==> config.mk <==
export PLATFORM = sky130hd
export DESIGN_NAME = brw_top
export DESIGN_NICKNAME = d
export VERILOG_FILES = /design/src/hdl/brw_pkg.sv /design/src/hdl/brw_sync2.sv /design/src/hdl/brw_fifo.sv /design/src/hdl/brw_top.sv
export SDC_FILE = /design/constraint.sdc
export NUM_CORES = 1
export LEC_CHECK = 0
export ABC_AREA = 1
export BUFFER_PORTS_ARGS = -buffer_cell sky130_fd_sc_hd__buf_4
export CAP_MARGIN = 20
export CORE_UTILIZATION = 53
export DETAILED_ROUTE_END_ITERATION = 10
export HOLD_SLACK_MARGIN = 0.08
export PLACE_DENSITY = 0.75
export SLEW_MARGIN = 20
export SYNTH_ARGS = -nofsm -noshare
export SYNTH_HDL_FRONTEND = slang
export SYNTH_SLANG_ARGS = --single-unit
==> constraint.sdc <==
create_clock -name sys_clk -period 3.9 [get_ports sys_clk]
set_input_delay 0.39 -clock sys_clk [delete_from_list [all_inputs] [get_ports sys_clk]]
set_output_delay 0.39 -clock sys_clk [all_outputs]
set_load 0.1 [all_outputs]
==> src/hdl/brw_pkg.sv <==
package brw_pkg;
	localparam int DW         = 16;
	localparam int AW         = 16;
	localparam int FIFO_DEPTH = 8;
	localparam int PIN_W      = AW + 5;

	// read setup word layout
	localparam logic [15:0] SETUP_RST   = 16'hfd4f;
	localparam logic [15:0] SETUP_WMASK = 16'hfd4f;
	localparam int MODE_BIT  = 15;
	localparam int LAT_HI    = 14;
	localparam int LAT_LO    = 11;
	localparam int POL_BIT   = 10;
	localparam int EARLY_BIT = 8;
	localparam int ORDER_BIT = 7;
	localparam int EDGE_BIT  = 6;
	localparam int WRAP_BIT  = 3;
	localparam int SIZE_HI   = 2;

	// burst size codes
	localparam logic [2:0] SIZE_4    = 3'h1;
	localparam logic [2:0] SIZE_8    = 3'h2;
	localparam logic [2:0] SIZE_16   = 3'h3;
	localparam logic [2:0] SIZE_CONT = 3'h7;

	localparam logic [3:0] MASK_4    = 4'h3;
	localparam logic [3:0] MASK_8    = 4'h7;
	localparam logic [3:0] MASK_16   = 4'hf;
	localparam logic [3:0] ROW_LAST  = 4'hf;
	localparam logic [3:0] ROW_FIRST = 4'h0;
	localparam logic [3:0] CNT_ONE   = 4'h1;
	localparam logic [3:0] LAT_MIN   = 4'h5;
	localparam logic [4:0] WORDS_4   = 5'h04;
	localparam logic [4:0] WORDS_8   = 5'h08;
	localparam logic [4:0] WORDS_16  = 5'h10;

	typedef struct packed {
		logic       sync_mode;
		logic [3:0] delay_code;
		logic       pol;
		logic       early;
		logic       edge_rise;
		logic       wrap_dis;
		logic [2:0] size;
	} brw_cfg_s;

	typedef struct packed {
		logic          clk;
		logic          cs_n;
		logic          oe_n;
		logic          we_n;
		logic          adv_n;
		logic [AW-1:0] addr;
	} brw_pins_s;

	typedef enum {ST_IDLE, ST_LAT, ST_DATA, ST_STALL, ST_DONE} brw_state_e;
endpackage

==> src/hdl/brw_sync2.sv <==
module brw_sync2 #(
	parameter int W = 1
) (
	input  wire logic         sys_clk,
	input  wire logic         rst,
	input  wire logic [W-1:0] d_async,
	output logic      [W-1:0] q_sync
);
	logic [W-1:0] meta_reg;

	// two flops per bit, first read only by second
	genvar i;
	generate
		for (i = 0; i < W; i++)
		begin : g_bit
			always_ff @(posedge sys_clk or posedge rst)
			begin
				if (rst)
				begin
					meta_reg[i] <= 1'b1;
					q_sync[i]   <= 1'b1;
				end
				else
				begin
					meta_reg[i] <= d_async[i];
					q_sync[i]   <= meta_reg[i];
				end
			end
		end
	endgenerate
endmodule

==> src/hdl/brw_fifo.sv <==
module brw_fifo #(
	parameter int WIDTH = 16,
	parameter int DEPTH = 8
) (
	input  wire logic             sys_clk,
	input  wire logic             rst,
	input  wire logic             flush,
	input  wire logic [WIDTH-1:0] in_data,
	input  wire logic             in_valid,
	output logic                  in_ready,
	output logic      [WIDTH-1:0] out_data,
	output logic                  out_valid,
	input  wire logic             out_ready
);
	localparam int PW = $clog2(DEPTH);
	logic [WIDTH-1:0] mem [DEPTH];
	logic [PW-1:0]    wr_ptr_reg;
	logic [PW-1:0]    rd_ptr_reg;
	logic [PW:0]      count_reg;
	logic             push;
	logic             pop;

	// honest full and empty from the occupancy count
	assign in_ready  = (count_reg != (PW+1)'(DEPTH));
	assign out_valid = (count_reg != '0);
	assign out_data  = mem[rd_ptr_reg];
	assign push      = in_valid && in_ready && !flush;
	assign pop       = out_valid && out_ready && !flush;

	// storage write
	always_ff @(posedge sys_clk)
	begin
		if (push)
			mem[wr_ptr_reg] <= in_data;
	end

	// pointers and count
	always_ff @(posedge sys_clk or posedge rst)
	begin
		if (rst)
		begin
			wr_ptr_reg <= '0;
			rd_ptr_reg <= '0;
			count_reg  <= '0;
		end
		else if (flush)
		begin
			wr_ptr_reg <= '0;
			rd_ptr_reg <= '0;
			count_reg  <= '0;
		end
		else
		begin
			if (push)
				wr_ptr_reg <= (wr_ptr_reg == PW'(DEPTH-1)) ? '0 : wr_ptr_reg + 1'b1;
			if (pop)
				rd_ptr_reg <= (rd_ptr_reg == PW'(DEPTH-1)) ? '0 : rd_ptr_reg + 1'b1;
			count_reg <= count_reg + (PW+1)'(push) - (PW+1)'(pop);
		end
	end

	property p_no_overfill;
		@(posedge sys_clk) disable iff (rst) count_reg <= (PW+1)'(DEPTH);
	endproperty
	a_no_overfill: assert property (p_no_overfill)
		else $error("fifo count beyond depth");
	property p_empty_flag;
		@(posedge sys_clk) disable iff (rst) !out_valid |-> (count_reg == '0);
	endproperty
	a_empty_flag: assert property (p_empty_flag)
		else $error("fifo empty flag wrong");
endmodule

==> src/hdl/brw_top.sv <==
// Functional notes
// - setup mode bit 1 gives asynchronous page reads, 0 gives synchronous bursts.
// - first data word driven after delay code bus clock edges from address capture.
// - row end stalls only when start word offset within 16-word row nonzero.
// - codes 5..15: 16 words then 0 to code-1 stalls; codes 1..4 unsupported.
// - wait asserted high when polarity bit is 1, low when 0.
// - wait changes only on bus clock edges while chip and output enabled.
// - in sync mode with early bit 0, wait stays asserted until data valid on the bus.
// - nonarray sync reads deassert wait on valid data; row stall first access only.
// - asynchronous reads hold wait at its deasserted level.
// - wait floats unless chip select and output enable both low.
// - wait floats during all write cycles.
// - early bit 1 deasserts wait one cycle ahead of data, 0 with it.
// - only linear burst order; order bit always reads linear.
// - delay code in setup bits 14:11, codes 0..2 reserved, default 15.
// - reset returns read setup to asynchronous mode.
// - wrap disable 1 crosses size blocks linearly, 0 wraps inside block.
module brw_top (
	input  wire logic                    sys_clk,
	input  wire logic                    rst,
	input  wire logic                    cfg_load,
	input  wire logic [15:0]             cfg_word,
	output logic      [15:0]             read_setup_word,
	output logic                         burst_order_bit,
	input  wire logic                    pin_clk,
	input  wire logic                    addr_valid_n,
	input  wire logic                    pin_cs_n,
	input  wire logic                    pin_oe_n,
	input  wire logic                    pin_we_n,
	input  wire logic [brw_pkg::AW-1:0]  pin_addr,
	output logic      [brw_pkg::DW-1:0]  dq_out,
	output logic                         dq_oe,
	output logic                         wait_out,
	output logic                         wait_oe,
	output logic      [brw_pkg::AW-1:0]  arr_addr,
	input  wire logic [brw_pkg::DW-1:0]  arr_word,
	input  wire logic                    arr_valid,
	output logic                         arr_ready,
	output logic                         burst_active
);
	brw_pkg::brw_pins_s  pins_raw;
	brw_pkg::brw_pins_s  pins;
	brw_pkg::brw_cfg_s   cfg;
	brw_pkg::brw_state_e state_reg;
	brw_pkg::brw_state_e state_next;
	logic [15:0]         setup_reg;
	logic                clk_d_reg;
	logic                bus_edge;
	logic                active;
	logic [3:0]          cnt_reg;
	logic [3:0]          cnt_next;
	logic [3:0]          stall_n_reg;
	logic                stall_armed_reg;
	logic [4:0]          left_reg;
	logic [brw_pkg::AW-1:0] cur_reg;
	logic [brw_pkg::AW-1:0] fetch_reg;
	logic                emit;
	logic                enter_stall;
	logic                capture;
	logic                valid_reg;
	logic                wait_assert_reg;
	logic                pred_valid;
	logic                stall_ahead;
	logic                flush;
	logic [brw_pkg::DW-1:0] fifo_data;
	logic                fifo_valid;
	logic                fifo_pop;

	// pin inputs cross into sys_clk
	assign pins_raw = '{clk: pin_clk, cs_n: pin_cs_n, oe_n: pin_oe_n, we_n: pin_we_n,
		adv_n: addr_valid_n, addr: pin_addr};
	brw_sync2 #(.W(brw_pkg::PIN_W)) u_sync (
		.sys_clk (sys_clk),
		.rst     (rst),
		.d_async (pins_raw),
		.q_sync  (pins)
	);

	// read setup word, defaults to async on reset
	always_ff @(posedge sys_clk or posedge rst)
	begin
		if (rst)
			setup_reg <= brw_pkg::SETUP_RST;
		else if (cfg_load)
			setup_reg <= cfg_word & brw_pkg::SETUP_WMASK;
	end

	assign cfg.sync_mode  = !setup_reg[brw_pkg::MODE_BIT];
	assign cfg.delay_code = setup_reg[brw_pkg::LAT_HI:brw_pkg::LAT_LO];
	assign cfg.pol        = setup_reg[brw_pkg::POL_BIT];
	assign cfg.early      = setup_reg[brw_pkg::EARLY_BIT];
	assign cfg.edge_rise  = setup_reg[brw_pkg::EDGE_BIT];
	assign cfg.wrap_dis   = setup_reg[brw_pkg::WRAP_BIT];
	assign cfg.size       = setup_reg[brw_pkg::SIZE_HI:0];
	assign read_setup_word = setup_reg;
	assign burst_order_bit = setup_reg[brw_pkg::ORDER_BIT];

	// bus clock edge detect on the synchronised pin
	always_ff @(posedge sys_clk or posedge rst)
	begin
		if (rst)
			clk_d_reg <= 1'b1; // same level as the synchroniser reset, no false edge
		else
			clk_d_reg <= pins.clk;
	end
	assign bus_edge = cfg.edge_rise ? (pins.clk && !clk_d_reg) : (!pins.clk && clk_d_reg);
	assign active   = !pins.cs_n && !pins.oe_n && pins.we_n;

	// next linear address, wrapping inside the size block when enabled
	function automatic logic [brw_pkg::AW-1:0] next_addr(
		input logic [brw_pkg::AW-1:0] a,
		input brw_pkg::brw_cfg_s c
	);
		logic [3:0] m;
		logic [brw_pkg::AW-1:0] inc;
		m = '0;
		inc = a + 1'b1;
		case (c.size)
			brw_pkg::SIZE_4:  m = brw_pkg::MASK_4;
			brw_pkg::SIZE_8:  m = brw_pkg::MASK_8;
			brw_pkg::SIZE_16: m = brw_pkg::MASK_16;
			default:          m = '0;
		endcase
		if (c.wrap_dis || m == '0)
			return inc;
		return {a[brw_pkg::AW-1:4], (a[3:0] & ~m) | (inc[3:0] & m)};
	endfunction

	// words in a finite burst, zero for continuous
	function automatic logic [4:0] burst_words(input logic [2:0] s);
		case (s)
			brw_pkg::SIZE_4:  return brw_pkg::WORDS_4;
			brw_pkg::SIZE_8:  return brw_pkg::WORDS_8;
			brw_pkg::SIZE_16: return brw_pkg::WORDS_16;
			default:          return '0;
		endcase
	endfunction

	assign capture = bus_edge && cfg.sync_mode && !pins.adv_n && !pins.cs_n;
	assign enter_stall = stall_armed_reg && (cur_reg[3:0] == brw_pkg::ROW_LAST)
		&& (stall_n_reg != '0);

	// burst sequencing
	always_comb
	begin
		state_next = state_reg;
		cnt_next   = cnt_reg;
		emit       = 1'b0;
		case (state_reg)
			brw_pkg::ST_IDLE:
				state_next = brw_pkg::ST_IDLE;
			brw_pkg::ST_LAT:
			begin
				if (cnt_reg == brw_pkg::CNT_ONE)
				begin
					emit = fifo_valid;
					if (fifo_valid)
						state_next = brw_pkg::ST_DATA;
				end
				else
					cnt_next = cnt_reg - 1'b1;
			end
			brw_pkg::ST_DATA:
			begin
				if (enter_stall)
				begin
					state_next = brw_pkg::ST_STALL;
					cnt_next   = stall_n_reg;
				end
				else
				begin
					emit = fifo_valid;
					if (fifo_valid && left_reg == 5'h01)
						state_next = brw_pkg::ST_DONE;
				end
			end
			brw_pkg::ST_STALL:
			begin
				if (cnt_reg == brw_pkg::CNT_ONE)
				begin
					emit = fifo_valid;
					if (fifo_valid)
						state_next = (left_reg == 5'h01) ? brw_pkg::ST_DONE : brw_pkg::ST_DATA;
				end
				else
					cnt_next = cnt_reg - 1'b1;
			end
			brw_pkg::ST_DONE:
				state_next = brw_pkg::ST_DONE;
			default:
				state_next = brw_pkg::ST_IDLE;
		endcase
	end

	// data expected at the following edge, for early wait release
	// a stall follows the next word only if stalls are due at all
	assign stall_ahead = stall_armed_reg && (stall_n_reg != '0)
		&& ((state_reg == brw_pkg::ST_LAT && cur_reg[3:0] == brw_pkg::ROW_LAST)
		|| (state_reg == brw_pkg::ST_DATA && cur_reg[3:0] == brw_pkg::MASK_16 - 1'b1));
	assign pred_valid = ((state_next == brw_pkg::ST_LAT || state_next == brw_pkg::ST_STALL)
		&& cnt_next == brw_pkg::CNT_ONE) || (state_next == brw_pkg::ST_DATA && !stall_ahead);

	// state, counters and captured address on bus edges
	always_ff @(posedge sys_clk or posedge rst)
	begin
		if (rst)
		begin
			state_reg       <= brw_pkg::ST_IDLE;
			cnt_reg         <= '0;
			cur_reg         <= '0;
			left_reg        <= '0;
			stall_n_reg     <= '0;
			stall_armed_reg <= 1'b0;
		end
		else if (pins.cs_n || !cfg.sync_mode)
			state_reg <= brw_pkg::ST_IDLE;
		else if (capture)
		begin
			state_reg <= brw_pkg::ST_LAT;
			cnt_reg   <= cfg.delay_code;
			cur_reg   <= pins.addr;
			left_reg  <= burst_words(cfg.size);
			stall_armed_reg <= (pins.addr[3:0] != brw_pkg::ROW_FIRST)
				&& (cfg.wrap_dis || cfg.size == brw_pkg::SIZE_CONT);
			stall_n_reg <= (pins.addr[1:0] == 2'h0) ? 4'h0
				: cfg.delay_code - 4'h4 + {2'h0, pins.addr[1:0]};
		end
		else if (bus_edge)
		begin
			state_reg <= state_next;
			cnt_reg   <= cnt_next;
			if (state_reg == brw_pkg::ST_STALL && state_next == brw_pkg::ST_DATA)
				stall_armed_reg <= 1'b0;
			if (emit && state_reg != brw_pkg::ST_LAT)
				cur_reg <= next_addr(cur_reg, cfg);
			if (emit && left_reg != '0)
				left_reg <= left_reg - 1'b1;
		end
	end

	// output data and wait level, updated on bus edges in sync mode, every clock in async mode
	always_ff @(posedge sys_clk or posedge rst)
	begin
		if (rst)
		begin
			dq_out          <= '0;
			valid_reg       <= 1'b0;
			wait_assert_reg <= 1'b0;
		end
		else if (!cfg.sync_mode)
		begin
			valid_reg       <= 1'b0;
			wait_assert_reg <= 1'b0;
			if (fifo_valid)
				dq_out <= fifo_data;
		end
		else if (bus_edge && active)
		begin
			if (emit)
				dq_out <= fifo_data;
			valid_reg <= emit || (valid_reg && state_next == brw_pkg::ST_DONE);
			if (state_next == brw_pkg::ST_IDLE || state_next == brw_pkg::ST_DONE)
				wait_assert_reg <= 1'b0;
			else if (cfg.early)
				wait_assert_reg <= !pred_valid;
			else
				wait_assert_reg <= !emit;
		end
	end

	assign wait_out = wait_assert_reg ? cfg.pol : !cfg.pol;
	assign wait_oe  = active;
	assign dq_oe    = active;
	assign burst_active = (state_reg != brw_pkg::ST_IDLE);

	// array prefetch into the fifo, restarted by each capture
	assign flush    = capture;
	assign fifo_pop = (bus_edge && emit) || (!cfg.sync_mode && fifo_valid && pins.cs_n);
	always_ff @(posedge sys_clk or posedge rst)
	begin
		if (rst)
			fetch_reg <= '0;
		else if (capture)
			fetch_reg <= pins.addr;
		else if (arr_valid && arr_ready)
			fetch_reg <= next_addr(fetch_reg, cfg);
	end
	assign arr_addr = fetch_reg;

	brw_fifo #(.WIDTH(brw_pkg::DW), .DEPTH(brw_pkg::FIFO_DEPTH)) u_fifo (
		.sys_clk   (sys_clk),
		.rst       (rst),
		.flush     (flush),
		.in_data   (arr_word),
		.in_valid  (arr_valid),
		.in_ready  (arr_ready),
		.out_data  (fifo_data),
		.out_valid (fifo_valid),
		.out_ready (fifo_pop)
	);

	// helper: bus edges since capture
	logic [4:0] edge_cnt_h;
	always_ff @(posedge sys_clk or posedge rst)
	begin
		if (rst)
			edge_cnt_h <= '0;
		else if (capture)
			edge_cnt_h <= '0;
		else if (bus_edge && edge_cnt_h != 5'h1f)
			edge_cnt_h <= edge_cnt_h + 1'b1;
	end

	property p_first_lat;
		@(posedge sys_clk) disable iff (rst)
		(state_reg == brw_pkg::ST_LAT && state_next == brw_pkg::ST_DATA && bus_edge)
		|-> (edge_cnt_h + 1'b1 >= {1'b0, cfg.delay_code});
	endproperty
	a_first_lat: assert property (p_first_lat) else $error("first word early");
	property p_async_wait;
		@(posedge sys_clk) disable iff (rst)
		!cfg.sync_mode ##1 !cfg.sync_mode |-> (wait_out == !cfg.pol);
	endproperty
	a_async_wait: assert property (p_async_wait) else $error("async wait asserted");
	property p_float;
		@(posedge sys_clk) disable iff (rst) (pins.cs_n || pins.oe_n) |-> !wait_oe;
	endproperty
	a_float: assert property (p_float) else $error("wait driven while idle");
	property p_write;
		@(posedge sys_clk) disable iff (rst) !pins.we_n |-> !wait_oe && !dq_oe;
	endproperty
	a_write: assert property (p_write) else $error("wait driven in write");
	property p_edge_only;
		@(posedge sys_clk) disable iff (rst)
		cfg.sync_mode && $stable(cfg.sync_mode) && !bus_edge |=> $stable(wait_assert_reg);
	endproperty
	a_edge_only: assert property (p_edge_only) else $error("wait moved off edge");
	property p_late_wait;
		@(posedge sys_clk) disable iff (rst)
		cfg.sync_mode && !cfg.early && bus_edge && active && emit
		|=> !wait_assert_reg && valid_reg;
	endproperty
	a_late_wait: assert property (p_late_wait) else $error("wait not with data");
	property p_stall_len;
		@(posedge sys_clk) disable iff (rst)
		state_reg == brw_pkg::ST_STALL |-> cnt_reg <= cfg.delay_code - 1'b1;
	endproperty
	a_stall_len: assert property (p_stall_len) else $error("stall too long");
	property p_reset_async;
		@(posedge sys_clk) disable iff (rst)
		$fell(rst) |-> !cfg.sync_mode && cfg.delay_code == 4'hf;
	endproperty
	a_reset_async: assert property (p_reset_async) else $error("setup not async");
	property p_linear;
		@(posedge sys_clk) disable iff (rst) !burst_order_bit;
	endproperty
	a_linear: assert property (p_linear) else $error("order not linear");

	c_burst: cover property (@(posedge sys_clk) disable iff (rst)
		state_reg == brw_pkg::ST_DATA ##[1:200] state_reg == brw_pkg::ST_DONE);
	c_stall: cover property (@(posedge sys_clk) disable iff (rst)
		state_reg == brw_pkg::ST_STALL);
	c_async: cover property (@(posedge sys_clk) disable iff (rst)
		!cfg.sync_mode && active);
endmodule

# Word level (Yosys, flattened, before mapping)
# Memory sizes are Yosys's and may differ from the RTL's.
# Index checks and enable logic that the tools add are counted.
# W data, S select, Z words.
# word_totals
register_bits	160
mem_bits_rw	128
inputBits	57
output_inout_bits	54
elab_cells	251
n_memories	1
# memory_table
name	depth	width	rd	rd_ports_with_merged_regs	write_ports	line_no	text
u_fifo.mem	8	16	1	0	1	brw_fifo.sv:16	logic [WIDTH-1:0] mem [DEPTH];
# classes
addsub	10
eq_ne	25
n_mux	70
bitwise	9
n_reduce_logical	78
# op_table
cell	n
$mux W32	9
$mux W16	13
$eq A32 B3 Y1 const B	5
$eq A32 B2 Y1 const B	4
$pmux W32 S4	1
$mux W4	12
$add A16 B1 Y16 const B	2
$eq A32 B1 Y1 const B	1
$eq A32 B4 Y1 const B	1
$logic_not A32 Y1	1
$ne A32 B2 Y1 const B	1
$reduce_bool A32 Y1	1
$logic_and A1 B1 Y1	28
$reduce_bool A2 Y1	11
$mux W1	21
$mux W3	7
$and A4 B4 Y4	4
$mux W5	3
$pmux W5 S3	1
$pmux W4 S3	1
$reduce_and A3 Y1	4
$reduce_bool A4 Y1	3
$logic_not A1 Y1	11
$eq A3 B3 Y1 const B	3
27 further kinds	44

# Logic depth before layout (Yosys ltp)
# Gate-level depths: netlist of run 1.
# depth
depth_word	21
mapped_depth	20
ltp_nobuf	20

# Cells and area by module
# A second synthesis of run 1 with hierarchy kept.
# hier_totals
hier_cells	1364
hier_area_um2	12697.2
# by_module_without_submodules
module	instances	cells_each	area_each_um2	seq_area_each_um2
brw_fifo	1	643	6271.0	4093.9
brw_top	1	678	5318.9	2418.6
brw_sync2	1	43	1107.3	1103.6

# Worst setup path before layout of run 1
# OpenSTA, ideal clock, no wires.
# synth_path
path_kind	register -> register
startpoint	reg u_sync.q_sync[17]
endpoint	reg dq_out[0] (netlist bit)
t_arrival_ns	3.880
t_required_ns	3.773
path_slack_ns	-0.107
path_stages_with_launch	6
path_buffers	1
period_less_slack_ns	4.007
cell_sequence	dfstp_2 nor3b_1 nand3_1 o22ai_4 buf_2 o21ai_0
# synth_between
elab_chain_cells	4
# synth_lines
item	line_no	text
start, declared	brw_sync2.sv:7	output logic [W-1:0] q_sync
start signal, assigned by index	brw_sync2.sv:26	q_sync[i] <= meta_reg[i];
$logic_and A1 B1 Y1	brw_top.sv:107	assign active = !pins.cs_n && !pins.oe_n && pins.we_n;
net dq_oe	brw_top.sv:32	output logic dq_oe,
$logic_and A1 B1 Y1	brw_top.sv:257	else if (bus_edge && active)
$reduce_bool A2 Y1 (no line)	--	
$reduce_and A3 Y1 (no line)	--	
end signal, assigned	brw_top.sv:255	dq_out <= fifo_data;
end signal, assigned	brw_top.sv:260	dq_out <= fifo_data;
end, declared	brw_top.sv:31	output logic [brw_pkg::DW-1:0] dq_out,
# The timed path passes the listed nets, and every way through them passes these cells.
# A chain may end at the register's enable or synchronous reset.

# Final worst setup path of run 1
# layout_path
startpoint	reg state_reg[24]
endpoint	reg u_fifo.count_reg[2]
# layout_between
elab_chain_cells	9
elab_cells_between_ends	11
# layout_lines
item	line_no	text
start, declared	brw_top.sv:44	brw_pkg::brw_state_e state_reg;
start signal, assigned	brw_top.sv:208	state_reg <= brw_pkg::ST_IDLE;
start signal, assigned	brw_top.sv:216	state_reg <= brw_pkg::ST_IDLE;
start signal, assigned	brw_top.sv:219	state_reg <= brw_pkg::ST_LAT;
$eq A32 B2 Y1 or $eq A32 B1 Y1 (tied branches)	brw_top.sv:149	case (state_reg)
$reduce_or A2 Y1 (no line)	--	
$pmux W1 S2 *	brw_top.sv:149	
$logic_and A1 B1 Y1 *	brw_top.sv:278	assign fifo_pop = (bus_edge && emit) || (!cfg.sync_mode && fifo_valid && pins.cs_n);
$logic_or A1 B1 Y1 *	brw_top.sv:278	
$logic_and A1 B1 Y1 * (2 in a row)	brw_fifo.sv:28	assign pop = out_valid && out_ready && !flush;
$sub A4 B1 Y4 *	brw_fifo.sv:58	count_reg <= count_reg + (PW+1)'(push) - (PW+1)'(pop);
$mux W4 *	brw_fifo.sv:46	else if (flush)
end signal, assigned	brw_fifo.sv:58	
end signal, assigned	brw_fifo.sv:63	@(posedge sys_clk) disable iff (rst) count_reg <= (PW+1)'(DEPTH);
end, declared	brw_fifo.sv:19	logic [PW:0] count_reg;
# Every way passes the cells marked *; elsewhere a longest branch is shown, timed or not.

==> run summary, run 1 <==
Slowest cell on crit path: fa_1
Most frequent cells in the layout: 168 x nor2_1, 145 x nand2_1, 129 x inv_1
VDD IR-drop max: 0.616 mV
Mapped Area: 0.0117 mm2
Hold Slack: 0.0504 ns
Post-synthesis register bit count: 276
Max-slew headroom: 37.5%
Initial DRC Count: 583
Most frequent CP cell: nand2_1
DRT antenna net count: 0
Yosys cell types: 40
Final GP Congestion: 0.915
CP peak stage delay: 0.39 ns
Sink Count: 276
Pin count of the biggest net entering global routing: 149
Die Y: 150 um
First-pass GRT wire length: 39,600 um
Core ar.: 0.0213 mm2
Yosys warns: 0
Post-CTS setup buffers: 0
Pre-antenna DRT Iters: 5
Wire per inst: 15.6 um
CTS tree: yes
Status: finished, final reports clean
CP required: 4.33 ns
Worst setup EP type: flop
Total of max-cap violations: 0
Final slew viol count: 0
Max reg flops: 128
Boundary Pins: 111
Crit Path Category: flop to flop
Global Route Usage Sum: 22.2%
Arr. time, crit path: 3.53 ns
Fmax: 0.322 GHz
Hold Crit Class: input port to asynchronous set/reset pin
CTS root buf: clkbuf_16
Hpwl dp: 14,600 um
Remaining DRCs: 0
Power Density: 709 mW/mm2
Final Setup Violations: 0
Final net count: 1,327
Share of cells above drive strength 1: 17.5%
Period minus WS final: 3.10 ns
Initial core utilization: 54.8%
# rows: 53
Vias in the first global route: 8,171
Sequential cell area fraction in the yosys report: 65.3%
RSZ-0062 raised after global routing: false
Crit Path Max Fanout: 11
Die X: 150 um
Port Buffers: 101
Max Clock Skew: 0.0124 ns
Via count: 8,323
H-tree depth: 1
Antenna cells: 0
Initial antenna violation count: 0
Worst Setup Start Kind: flop
Grt total ovfl: 0
Max clock buf depth: 3
Commonest non-fill, non-tap cell in the layout: nor2_1
Vias per Instance: 5.39
Final wirelength: 24,100 um
Leakage: 0.00588 uW
Synthesized area per cell: 10.6 um2
Final Hold Viols: 0
DIE AREA: 0.0226 mm2
Fin Setup TNS: 0 ns
Synth-to-Final Area Change: 19.4%
TritonCTS Buffers: 27
Clock slew seen by the registers of the worst setup and hold paths: 0.06 ns
Worst Max-Slew Pin Slew: 0.936 ns
Total power: 9870 uW
Clock Latency Late Sink: 0.53 ns
Critical-path cell list: nor2_1, nand2_1, inv_1, nand2_1, nor2_1, nand2_1, inv_1, nand2_1, o22ai_1, nand2_1, nand2_1, nand2_1, inv_1, ha_1, inv_1, ha_1, fa_1, xor2_1, nand2_1, inv_1
Final worst-path cycle share: 79.5%
Fillcell total: 1,609
Post-Syn Instances: 1,104
-- metrics by stage --
step	cells	setup WS [ns]	utilization, %	cell area [um2]
6_report	1544	0.798	65.4	13900
5_1_grt	1544	0.409	65.4	13900
4_1_cts	1544	0.820	65.4	13900
3_5_place_dp	1456	0.834	59.8	12700
3_3_place_gp	1456	0.915	59.8	12700
2_1_floorplan	1108	0.710	-	11700
-- synthesized netlist by cell type (all sizes together) --
cell type,number,share of area [%]
a211o,1,0.075
a21o,1,0.064
a21oi,18,0.77
a22oi,4,0.26
a31oi,8,0.43
buf,17,0.97
clkbuf,30,0.97
clkinv,2,0.064
conb,1,0.032
dfrtp,93,20
dfstp,55,12
edfxtp,128,33
fa,2,0.34
ha,20,2.1
inv,131,4.2
mux2,2,0.19
nand2,145,4.7
nand3,71,3.0
nand3b,2,0.13
nand4,4,0.21
nor2,173,5.7
nor3,4,0.17
nor3b,1,0.064
nor4,1,0.054
o211ai,5,0.32
o21a,1,0.064
o21ai,121,5.2
o21bai,1,0.064
o221ai,38,2.9
o22ai,8,0.55
o31ai,4,0.26
xnor2,4,0.30
xor2,8,0.60
-- worst max-delay path, delay by kind of cell (launching register included) --
kind / cells / cell delay (ns)
buffers and inverters: 5 / 0.44
and+or+nand+nor: 10 / 1.12
AOI/OAI and AO/OA: 1 / 0.12
DFF: 1 / 0.38
adders and majority gates: 3 / 0.77
xor gates and xnor gates: 1 / 0.18
-- area by class of cell --
class / instances / area [um2] / area share (%)
Timing Repair Buffer: 158 / 1290 / 9.29
Clock inverter: 8 / 66.3 / 0.476
Inverter: 133 / 503 / 3.61
Sequential cell: 276 / 7620 / 54.7
Tap cell: 275 / 344 / 2.47
Multi-Input combinational cell: 652 / 3350 / 24.0
Clock buffer: 42 / 752 / 5.40
-- where the power goes --
group / internal, uW / switching [uW]
combinational: 952 / 2660
sequential: 3560 / 279
clock: 1390 / 1030
total: 5900 / 3970
-- logic make-up after synthesis --
family / count (synthesis) / share of synthesized area [%]
and+or+nand+nor: 401 / 14.0
DFF: 276 / 65.3
AOI/OAI and AO/OA: 210 / 10.9
buffers and inverters: 180 / 6.21
adders and majority gates: 22 / 2.49
xor gates and xnor gates: 12 / 0.901
muxes: 2 / 0.193
other: 1 / 0.0321
-- final timing paths --
path | from | end | slack (ns) | cells after the start
setup / recovery | state_reg[24] | u_fifo.count_reg[2] | 0.80 | 20
hold / removal | rst | cnt_reg[2] | 0.05 | 3
setup reg to reg | state_reg[24] | u_fifo.count_reg[2] | 0.80 | 20
hold reg to reg | u_sync.meta_reg[17] | u_sync.q_sync[17] | 0.35 | 0
max in group asynchronous | rst | u_fifo.rd_ptr_reg[0] | 3.14 | 3
min in group sys_clk | arr_word[11] | u_fifo.mem[5][11] | 0.09 | 1
-- routing by layer --
layer / vias to the layer above / GRT usage, % / routed length [um]
met4: 0 / 7.58 / 705
met3: 53 / 3.79 / 1430
met2: 258 / 37.4 / 11700
met1: 3996 / 29.2 / 10300
li1: 4016 / - / -
met5: - / 0 / 0
-- timing repair --
action | in CTS | in global routing
setup endpoints to repair | 0 | 0
endpoints found under the hold margin | 78 | 0
hold buffers | 38 | 0
resized for setup | 0 | 0
Note: power is estimated with default switching activity, not from simulation.
==> run 2, diff against run 1 <==
--- a/config.mk
+++ b/config.mk
@@ -5,7 +5,7 @@
 export SDC_FILE = /design/constraint.sdc
 export NUM_CORES = 1
 export LEC_CHECK = 0
-export ABC_AREA = 1
+export ABC_AREA = 0
 export BUFFER_PORTS_ARGS = -buffer_cell sky130_fd_sc_hd__buf_4
 export CAP_MARGIN = 20
 export CORE_UTILIZATION = 53
==> constraint.sdc (replaced) <==
create_clock -name sys_clk -period 2.6 [get_ports sys_clk]
set_input_delay 0.26 -clock sys_clk [delete_from_list [all_inputs] [get_ports sys_clk]]
set_output_delay 0.26 -clock sys_clk [all_outputs]
set_load 0.1 [all_outputs]
==> run 2 against run 1 <==
  * The run now ends with negative setup slack left
  * First-iteration DRC count fell by 34%
  * Largest power group unchanged
  * Cell area rose by 4.6%
  * Critical path depth fell by 9
  * Setup slack got worse by 0.88 ns
  * Synthesized area fell by 2.4%
  * Highest routed layer unchanged
  * Sequential cell count did not move
  * Die area fell by 2.3%
  * Sequential power rose by 55%
  * Clock power rose by 59%
  * Critical path type unchanged
==> run summary, run 2 <==
Status: complete, but fails checks
Failing checks: negative setup slack
CTS root buf: clkbuf_16
Worst r2r path cells: 11 (-45%)
Net Sw Frac: 37.6% (-2.7 points)
Largest area contributor in the netlist: edfxtp_1
CTS tree: yes
Crit Path Max Fanout: 3 (-8)
Slowest cell on crit path: fa_2
DIE AREA: 0.0221 mm2 (-2.3%)
Main combinational cell family by area after synthesis: simple AND/OR/NAND/NOR gates
Final Setup Violations: 3 (+3)
Worst reg2reg path endpoint: u_fifo.count_reg[1]
Total of max-cap violations: 0 (unchanged)
Int Pwr: 9650 uW (+63%)
Grt met1 use: 31.5% (+2.3 points)
Top cell type's share of synthesized area: 33.7% (+0.80 points)
Area occupied by multi-input gates: 0.00378 mm2 (+13%)
TritonCTS Buffers: 28 (+3.7%)
Setup WS post-layout: -0.0835 ns (-0.881 ns)
Leakage: 0.00596 uW (+1.4%)
Synthesized-area fraction occupied by adder cells: 2.55% (+0.060 points)
Post-synthesis register bit count: 276 (unchanged)
CP required: 3.06 ns (-1.27 ns)
CP peak stage delay: 0.51 ns (+0.12 ns)
Synth Area in XOR/XNOR: 1.92% (+1.0 points)
Met2 Usage GRT: 37.9% (+0.41 points)
Top Family by Delay on Critical Path: adder cells
Initial antenna violation count: 1 (+1)
Period minus WS final: 2.68 ns (-0.419 ns)
Clock slew seen by the registers of the worst setup and hold paths: 0.06 ns (about the same)
Pin count of the biggest net entering global routing: 96 (-36%)
Mapped Area: 0.0114 mm2 (-2.4%)
Top post-synthesis cells by area: edfxtp_1 34%, dfrtp_1 20%, dfstp_2 13%
Grt total ovfl: 0 (unchanged)
Arr. time, crit path: 3.15 ns (-0.38 ns)
Worst Max-Slew Pin Slew: 0.920 ns (-0.0164 ns)
R2R Path Start: u_fifo.count_reg[2]
Final worst-path cycle share: 103% (+24 points)
Hold Crit Class: input port to flop
Power Density: 1060 mW/mm2 (+50%)
Final net count: 1,080 (-19%)
Worst Hold Depth: 4
Max clock buf depth: 3 (unchanged)
Net Switching: 5810 uW (+46%)
Prevailing post-synth register cell: edfxtp_1
Post-synth top cells: 128 x edfxtp_1, 93 x dfrtp_1, 58 x nand2_1
Comb pwr share: 36.7% (about the same)
Remaining DRCs: 0 (unchanged)
Final Hold Viols: 0 (unchanged)
Critical-path cell list: inv_2, ha_2, or3b_4, and4_4, a31o_4, and2_4, ha_4, inv_4, ha_4, fa_2, and2_4
Reg-to-reg slack, setup: -0.08 ns (-0.88 ns)
Via count: 7,169 (-14%)
Worst setup EP type: flop
Met3 GRT Util: 3.50% (-0.29 points)
Port Buffers: 101 (unchanged)
Max reg flops: 128 (unchanged)
Boundary Pins: 111 (unchanged)
Initial core utilization: 54.2% (-0.62 points)
Vias in the first global route: 7,427 (-9.1%)
# rows: 53 (unchanged)
Fillcell total: 1,393 (-13%)
Mux share of post-synthesis cell area: 9.56% (+9.4 points)
VDD IR-drop max: 0.980 mV (+59%)
Sink Count: 276 (unchanged)
GRT busiest layer: met2
Area of all sequential standard cells: 0.00762 mm2 (about the same)
Final GP Congestion: 0.896 (-2.1%)
Max-slew headroom: 38.7% (+1.2 points)
Hpwl dp: 15,100 um (+3.6%)
Yosys warns: 0 (unchanged)
Post-synthesis compound-gate area fraction: 5.23% (-5.7 points)
Flop pwr share: 38.4% (-0.5 points)
Initial DRC Count: 384 (-34%)
Sequential cell area fraction in the yosys report: 66.9% (+1.6 points)
H-tree depth: 1 (unchanged)
Clock Latency Late Sink: 0.53 ns (about the same)
Pre-antenna DRT Iters: 5 (unchanged)
Asr flop ratio synth: 53.6% (unchanged)
Core ar.: 0.0210 mm2 (-1.2%)
Worst hold endpoint: u_fifo.wr_ptr_reg[2]
CP bufs+invs: 2 (-3)
Worst Setup Start Kind: flop
DRT antenna net count: 0 (unchanged)
Die X: 149 um (-1.2%)
Vias per Instance: 5.52 (+2.4%)
Clock power share: 24.9% (+0.4 points)
Synth-to-Final Area Change: 27.8%
First-pass GRT wire length: 39,200 um (-0.92%)
Simple-gate share of the synthesized area: 11.6% (-2.4 points)
Final Util: 69.3% (+3.8 points)
Fmax: 0.373 GHz (+16%)
Synthesized area per cell: 14.4 um2 (+36%)
Die Y: 149 um (-1.2%)
Crit Path Category: flop to flop
Most frequent cells in the layout: 160 x buf_4, 128 x edfxtp_1, 92 x dfrtp_1
Final wirelength: 24,000 um (-0.41%)
Post-synth EDFFs: 128 (unchanged)
Wire per inst: 18.5 um (+18%)
Commonest non-fill, non-tap cell in the layout: buf_4
Most frequent cell after synthesis: edfxtp_1
Final slew viol count: 0 (unchanged)
Yosys cell types: 68 (+70%)
Share of cells above drive strength 1: 35.7% (+18 points)
RSZ-0062 raised after global routing: true
Post-Syn Instances: 791 (-28%)
Total power: 15,500 uW (+56%)
Max Clock Skew: 0.0131 ns (+0.000657 ns)
Global Route Usage Sum: 22.8% (+0.55 points)
Hold wc startpoint: arr_valid
run 2: how the worst max path moves through the flow:
stage	from	endpoint	cells past startpoint
after floorplan	read_setup_word[6]	u_fifo.count_reg[1]	12
after global placement	cnt_reg[0]	u_fifo.count_reg[1]	13
after detailed placement	cnt_reg[0]	u_fifo.count_reg[1]	13
after CTS	state_reg[7]	u_fifo.count_reg[1]	11
after global routing	u_fifo.count_reg[3]	u_fifo.count_reg[2]	12
final	u_fifo.count_reg[2]	u_fifo.count_reg[1]	11
run 2: area by class of cell:
type	count	area share (%)
multi-input combinational	463	26.0
antenna	1	0.0172
clock buffer	45	5.89
tap	275	2.36
timing repair buffer	217	12.6
sequential	276	52.4
clock inverter	7	0.292
inverter	15	0.430
run 2: per-stage QoR:
| stage | instance area, um2 | setup TNS, ns | instances | hold slack, ns | setup slack, ns |
|---|---|---|---|---|---|
| final | 14600 | -0.161 | 1299 | 0.158 | -0.0835 |
| after global routing | 14600 | -0.425 | 1299 | 0.174 | -0.149 |
| after CTS | 14500 | -0.0477 | 1298 | 0.130 | -0.0477 |
| after detailed placement | 13100 | -0.414 | 1194 | 0.347 | -0.165 |
| after global placement | 13100 | -0.204 | 1194 | 0.346 | -0.101 |
| after floorplan | 11600 | -5.13 | 795 | 0.264 | -0.327 |
run 2: kinds of logic after synthesis:
kind of cell | count (synthesis)
adders and majority gates | 22
DFF | 276
xor gates and xnor gates | 25
other | 1
muxes | 67
buffers and inverters | 56
AOI/OAI and AO/OA | 99
and+or+nand+nor | 245
run 2: what timing repair did:
item	in CTS	in global routing
hold buffers	50	0
gates cloned	0	0
endpoints found under the hold margin	254	0
pin swaps	10	5
buffers inserted	3	0
gates resized for setup	13	7
setup endpoints to repair	3	3
run 2: power groups by stage:
stage	logic, uW	clock network [uW]	registers, uW
floorplan	2340	0	7640
global placement	5470	0	5960
detailed placement	5550	0	6000
CTS	5650	3940	5940
global route	6030	4100	6020
finish	5670	3850	5940
run 2: tightest hold or removal path, cell delays in order:
cell and delay, ns:
buf_4 0.08, nand2_1 0.13, nand2_1 0.11, a21oi_1 0.06
run 2: routing by layer:
metal | part of all wire, % | wire (um)
met1 | 43 | 10400
met2 | 50 | 12000
met3 | 4.7 | 1120
met4 | 2.0 | 476
met5 | 0 | 0
==> run 3, diff against run 2 <==
--- a/config.mk
+++ b/config.mk
@@ -11,8 +11,10 @@
 export CORE_UTILIZATION = 53
 export DETAILED_ROUTE_END_ITERATION = 10
 export HOLD_SLACK_MARGIN = 0.08
+export MAX_ROUTING_LAYER = met4
 export PLACE_DENSITY = 0.75
 export SLEW_MARGIN = 20
 export SYNTH_ARGS = -nofsm -noshare
 export SYNTH_HDL_FRONTEND = slang
 export SYNTH_SLANG_ARGS = --single-unit
+export TNS_END_PERCENT = 1
==> run 3 against run 2 <==
  * The run still ends with negative setup slack left
  * Cell count grew 0.46%
  * Utilization shrank 0.26 points
  * Clock skew grew 0.0023 ns
  * Global-route usage grew 0.34 points
  * Cell area shrank 0.37%
  * Sequential power shrank 1%
  * Register-to-register slack gained 0.04 ns
  * Power grew 0.40%
  * Setup slack gained 0.042 ns
  * Clock power grew 5%
  * Sequential share of layout area grew 0.14 points
  * Fmax grew 1.6%
  * Largest cell class unchanged
  * Largest power group unchanged
  * Highest routed layer unchanged
==> run summary, run 3 (synthesis gave the netlist of run 2 again) <==
Worst r2r path cells: 11 (unchanged)
Post-layout instance area: 0.0145 mm2 (-0.37%)
Vias in the first global route: 7,333 (-1.3%)
Most frequent CP cell: ha_4
Grt total ovfl: 0 (unchanged)
RSZ-0062 raised after global routing: true
Final worst-path cycle share: 102% (-1.6 points)
Share of cells above drive strength 1: 34.9% (-0.83 points)
Fillcell total: 1,393 (unchanged)
Crit Path Max Fanout: 2 (-1)
Initial core utilization: 54.2% (unchanged)
Top Family by Delay on Critical Path: simple AND/OR/NAND/NOR gates
Fin cells: 1,305 (+0.46%)
Max clock buf depth: 3 (unchanged)
Slowest cell on crit path: dfstp_2
Global Route Usage Sum: 23.1% (+0.34 points)
DP Area: 0.0129 mm2 (-1.2%)
DRT antenna net count: 0 (unchanged)
Pin count of the biggest net entering global routing: 66 (-31%)
Die Y: 149 um (unchanged)
Most frequent cells in the layout: 167 x buf_4, 128 x edfxtp_1, 92 x dfrtp_1
Period minus WS final: 2.64 ns (-0.0418 ns)
Clock slew seen by the registers of the worst setup and hold paths: 0.06 ns (about the same)
H-tree depth: 1 (unchanged)
Flop pwr share: 37.7% (-0.7 points)
Area occupied by multi-input gates: 0.00367 mm2 (-2.9%)
Sink Count: 276 (unchanged)
Clock power share: 26.0% (+1.1 points)
Max reg flops: 128 (unchanged)
Net Sw Frac: 37.5% (-0.073 points)
DP Cell Count: 1,197 (+0.25%)
# rows: 53 (unchanged)
Area of all sequential standard cells: 0.00762 mm2 (about the same)
Failing checks: negative setup slack
Port Buffers: 101 (unchanged)
Critical-path cell list: and3b_1, or2_4, and4_1, a31o_2, and2_4, ha_4, inv_2, ha_4, fa_2, xnor2_1, nor2_1
Commonest non-fill, non-tap cell in the layout: buf_4
Core ar.: 0.0210 mm2 (unchanged)
Remaining DRCs: 0 (unchanged)
Worst setup EP type: flop
CTS root buf: clkbuf_16
Total of max-cap violations: 0 (unchanged)
Final net count: 1,086 (+0.56%)
Worst Max-Slew Pin Slew: 0.718 ns (-0.202 ns)
TritonCTS Buffers: 29 (+3.6%)
Net Switching: 5820 uW (+0.20%)
Pre-antenna DRT Iters: 5 (unchanged)
Final slew viol count: 0 (unchanged)
Final Hold Viols: 0 (unchanged)
Leakage: 0.00600 uW (+0.71%)
CP required: 3.02 ns (-0.04 ns)
Worst reg2reg path endpoint: u_fifo.count_reg[2]
Total power: 15,500 uW (+0.40%)
Via count: 7,206 (+0.52%)
Status: complete, but fails checks
Antenna cells: 0 (-1)
Arr. time, crit path: 3.06 ns (-0.09 ns)
Die X: 149 um (unchanged)
Max Clock Skew: 0.0153 ns (+0.00225 ns)
DIE AREA: 0.0221 mm2 (unchanged)
Setup WS post-layout: -0.0417 ns (+0.0418 ns)
Initial antenna violation count: 0 (-1)
CP peak stage delay: 0.52 ns (about the same)
Hold Crit Class: input port to flop
Max-slew headroom: 52.1% (+13 points)
Synth-to-Final Area Change: 27.4%
Int Pwr: 9700 uW (+0.52%)
Worst Setup Start Kind: flop
Clock Latency Late Sink: 0.55 ns (+0.02 ns)
VDD IR-drop max: 0.972 mV (-0.73%)
CTS tree: yes
Final Setup Violations: 3 (unchanged)
Hpwl dp: 15,400 um (+2.0%)
Wire per inst: 18.3 um (-1.1%)
Final wirelength: 23,900 um (-0.60%)
Crit Path Category: flop to flop
Fmax: 0.379 GHz (+1.6%)
Reg-to-reg slack, setup: -0.04 ns (+0.04 ns)
Critical path depth: 11 (unchanged)
R2R Path Start: clk_d_reg
Comb pwr share: 36.3% (-0.4 points)
First-pass GRT wire length: 38,400 um (-2.1%)
Final GP Congestion: 0.929 (+3.7%)
CP bufs+invs: 1 (-1)
Vias per Instance: 5.52 (about the same)
Fin Setup TNS: -0.109 ns (+0.0517 ns)
Initial DRC Count: 415 (+8.1%)
Critical path startpoint: clk_d_reg
Boundary Pins: 111 (unchanged)
Critical Path Sink: u_fifo.count_reg[2]
Power Density: 1070 mW/mm2 (+0.77%)
run 3: cell types whose count changed in the layout (fill, tap and decap cells not counted), sizes merged:
| cell | before | now |
|---|---|---|
| buf | 167 | 172 |
| clkbuf | 45 | 47 |
| clkinv | 4 | 3 |
| clkinvlp | 2 | 1 |
| diode | 1 | 0 |
| inv | 16 | 18 |
run 3: area by class of cell:
class	count	area share, %
repair buffers	222	12.8
well taps	275	2.37
clock inverters	7	0.388
flip-flops and latches	276	52.5
inverters	15	0.414
multi-input cells	463	25.3
clock buffers	47	6.21
run 3: how the worst min path moves through the flow:
stage,start,end,slack (ns),cells past startpoint
floorplan,pin_addr[0],u_sync.meta_reg[0],0.26,0
global placement,u_sync.meta_reg[7],u_sync.q_sync[7],0.35,0
CTS,cfg_load,read_setup_word[15],0.11,2
detailed placement,u_sync.meta_reg[18],u_sync.q_sync[18],0.35,0
global route,cfg_load,read_setup_word[15],0.13,2
finish,cfg_load,read_setup_word[15],0.12,2
run 3: power by group through the flow:
| stage | clock, uW | combinational (uW) | sequential [uW] |
|---|---|---|---|
| 2_1_floorplan | 0 | 2220 | 7630 |
| 3_3_place_gp | 0 | 5410 | 5890 |
| 3_5_place_dp | 0 | 5500 | 5920 |
| 4_1_cts | 4100 | 5640 | 5860 |
| 5_1_grt | 4290 | 5980 | 5940 |
| 6_report | 4030 | 5630 | 5860 |
run 3: per-layer routing:
metal	part of all wire (%)	wire, um	GRT usage (%)	vias to the layer above
met2	51	12200	37.8	175
met3	4.2	1000	3.37	39
met4	2.3	545	7.11	0
met1	42	10100	30.1	3628
li1	-	-	-	3364
met5	0	0	-	-
run 3: timing repair:
| action | 4_1_cts | 5_1_grt |
|---|---|---|
| setup endpoints to repair | 3 | 3 |
| hold buffers | 50 | 0 |
| resized for setup | 21 | 3 |
| buffers inserted | 4 | 1 |
| pin swaps | 8 | 2 |
| hold endpoints to repair | 167 | 0 |
run 3: worst reg2reg max path, delay by kind of cell, from the launching register on:
family / cells / cell delay, ns
AO/OA/AOI/OAI: 1 / 0.24
AND/OR/NAND/NOR: 5 / 0.83
flip-flops: 1 / 0.52
XOR/XNOR: 1 / 0.14
adder cells (fa/ha/maj): 3 / 0.76
buffers and inverters: 1 / 0.04
run 3: per-stage QoR:
| stage | hold slack, ns | util, % | setup WS, ns |
|---|---|---|---|
| 2_1_floorplan | 0.264 | - | -1.28 |
| 3_3_place_gp | 0.345 | 61.3 | -0.206 |
| 3_5_place_dp | 0.347 | 61.3 | -0.309 |
| 4_1_cts | 0.115 | 68.9 | -0.0267 |
| 5_1_grt | 0.130 | 69.0 | -0.127 |
| 6_report | 0.125 | 69.0 | -0.0417 |
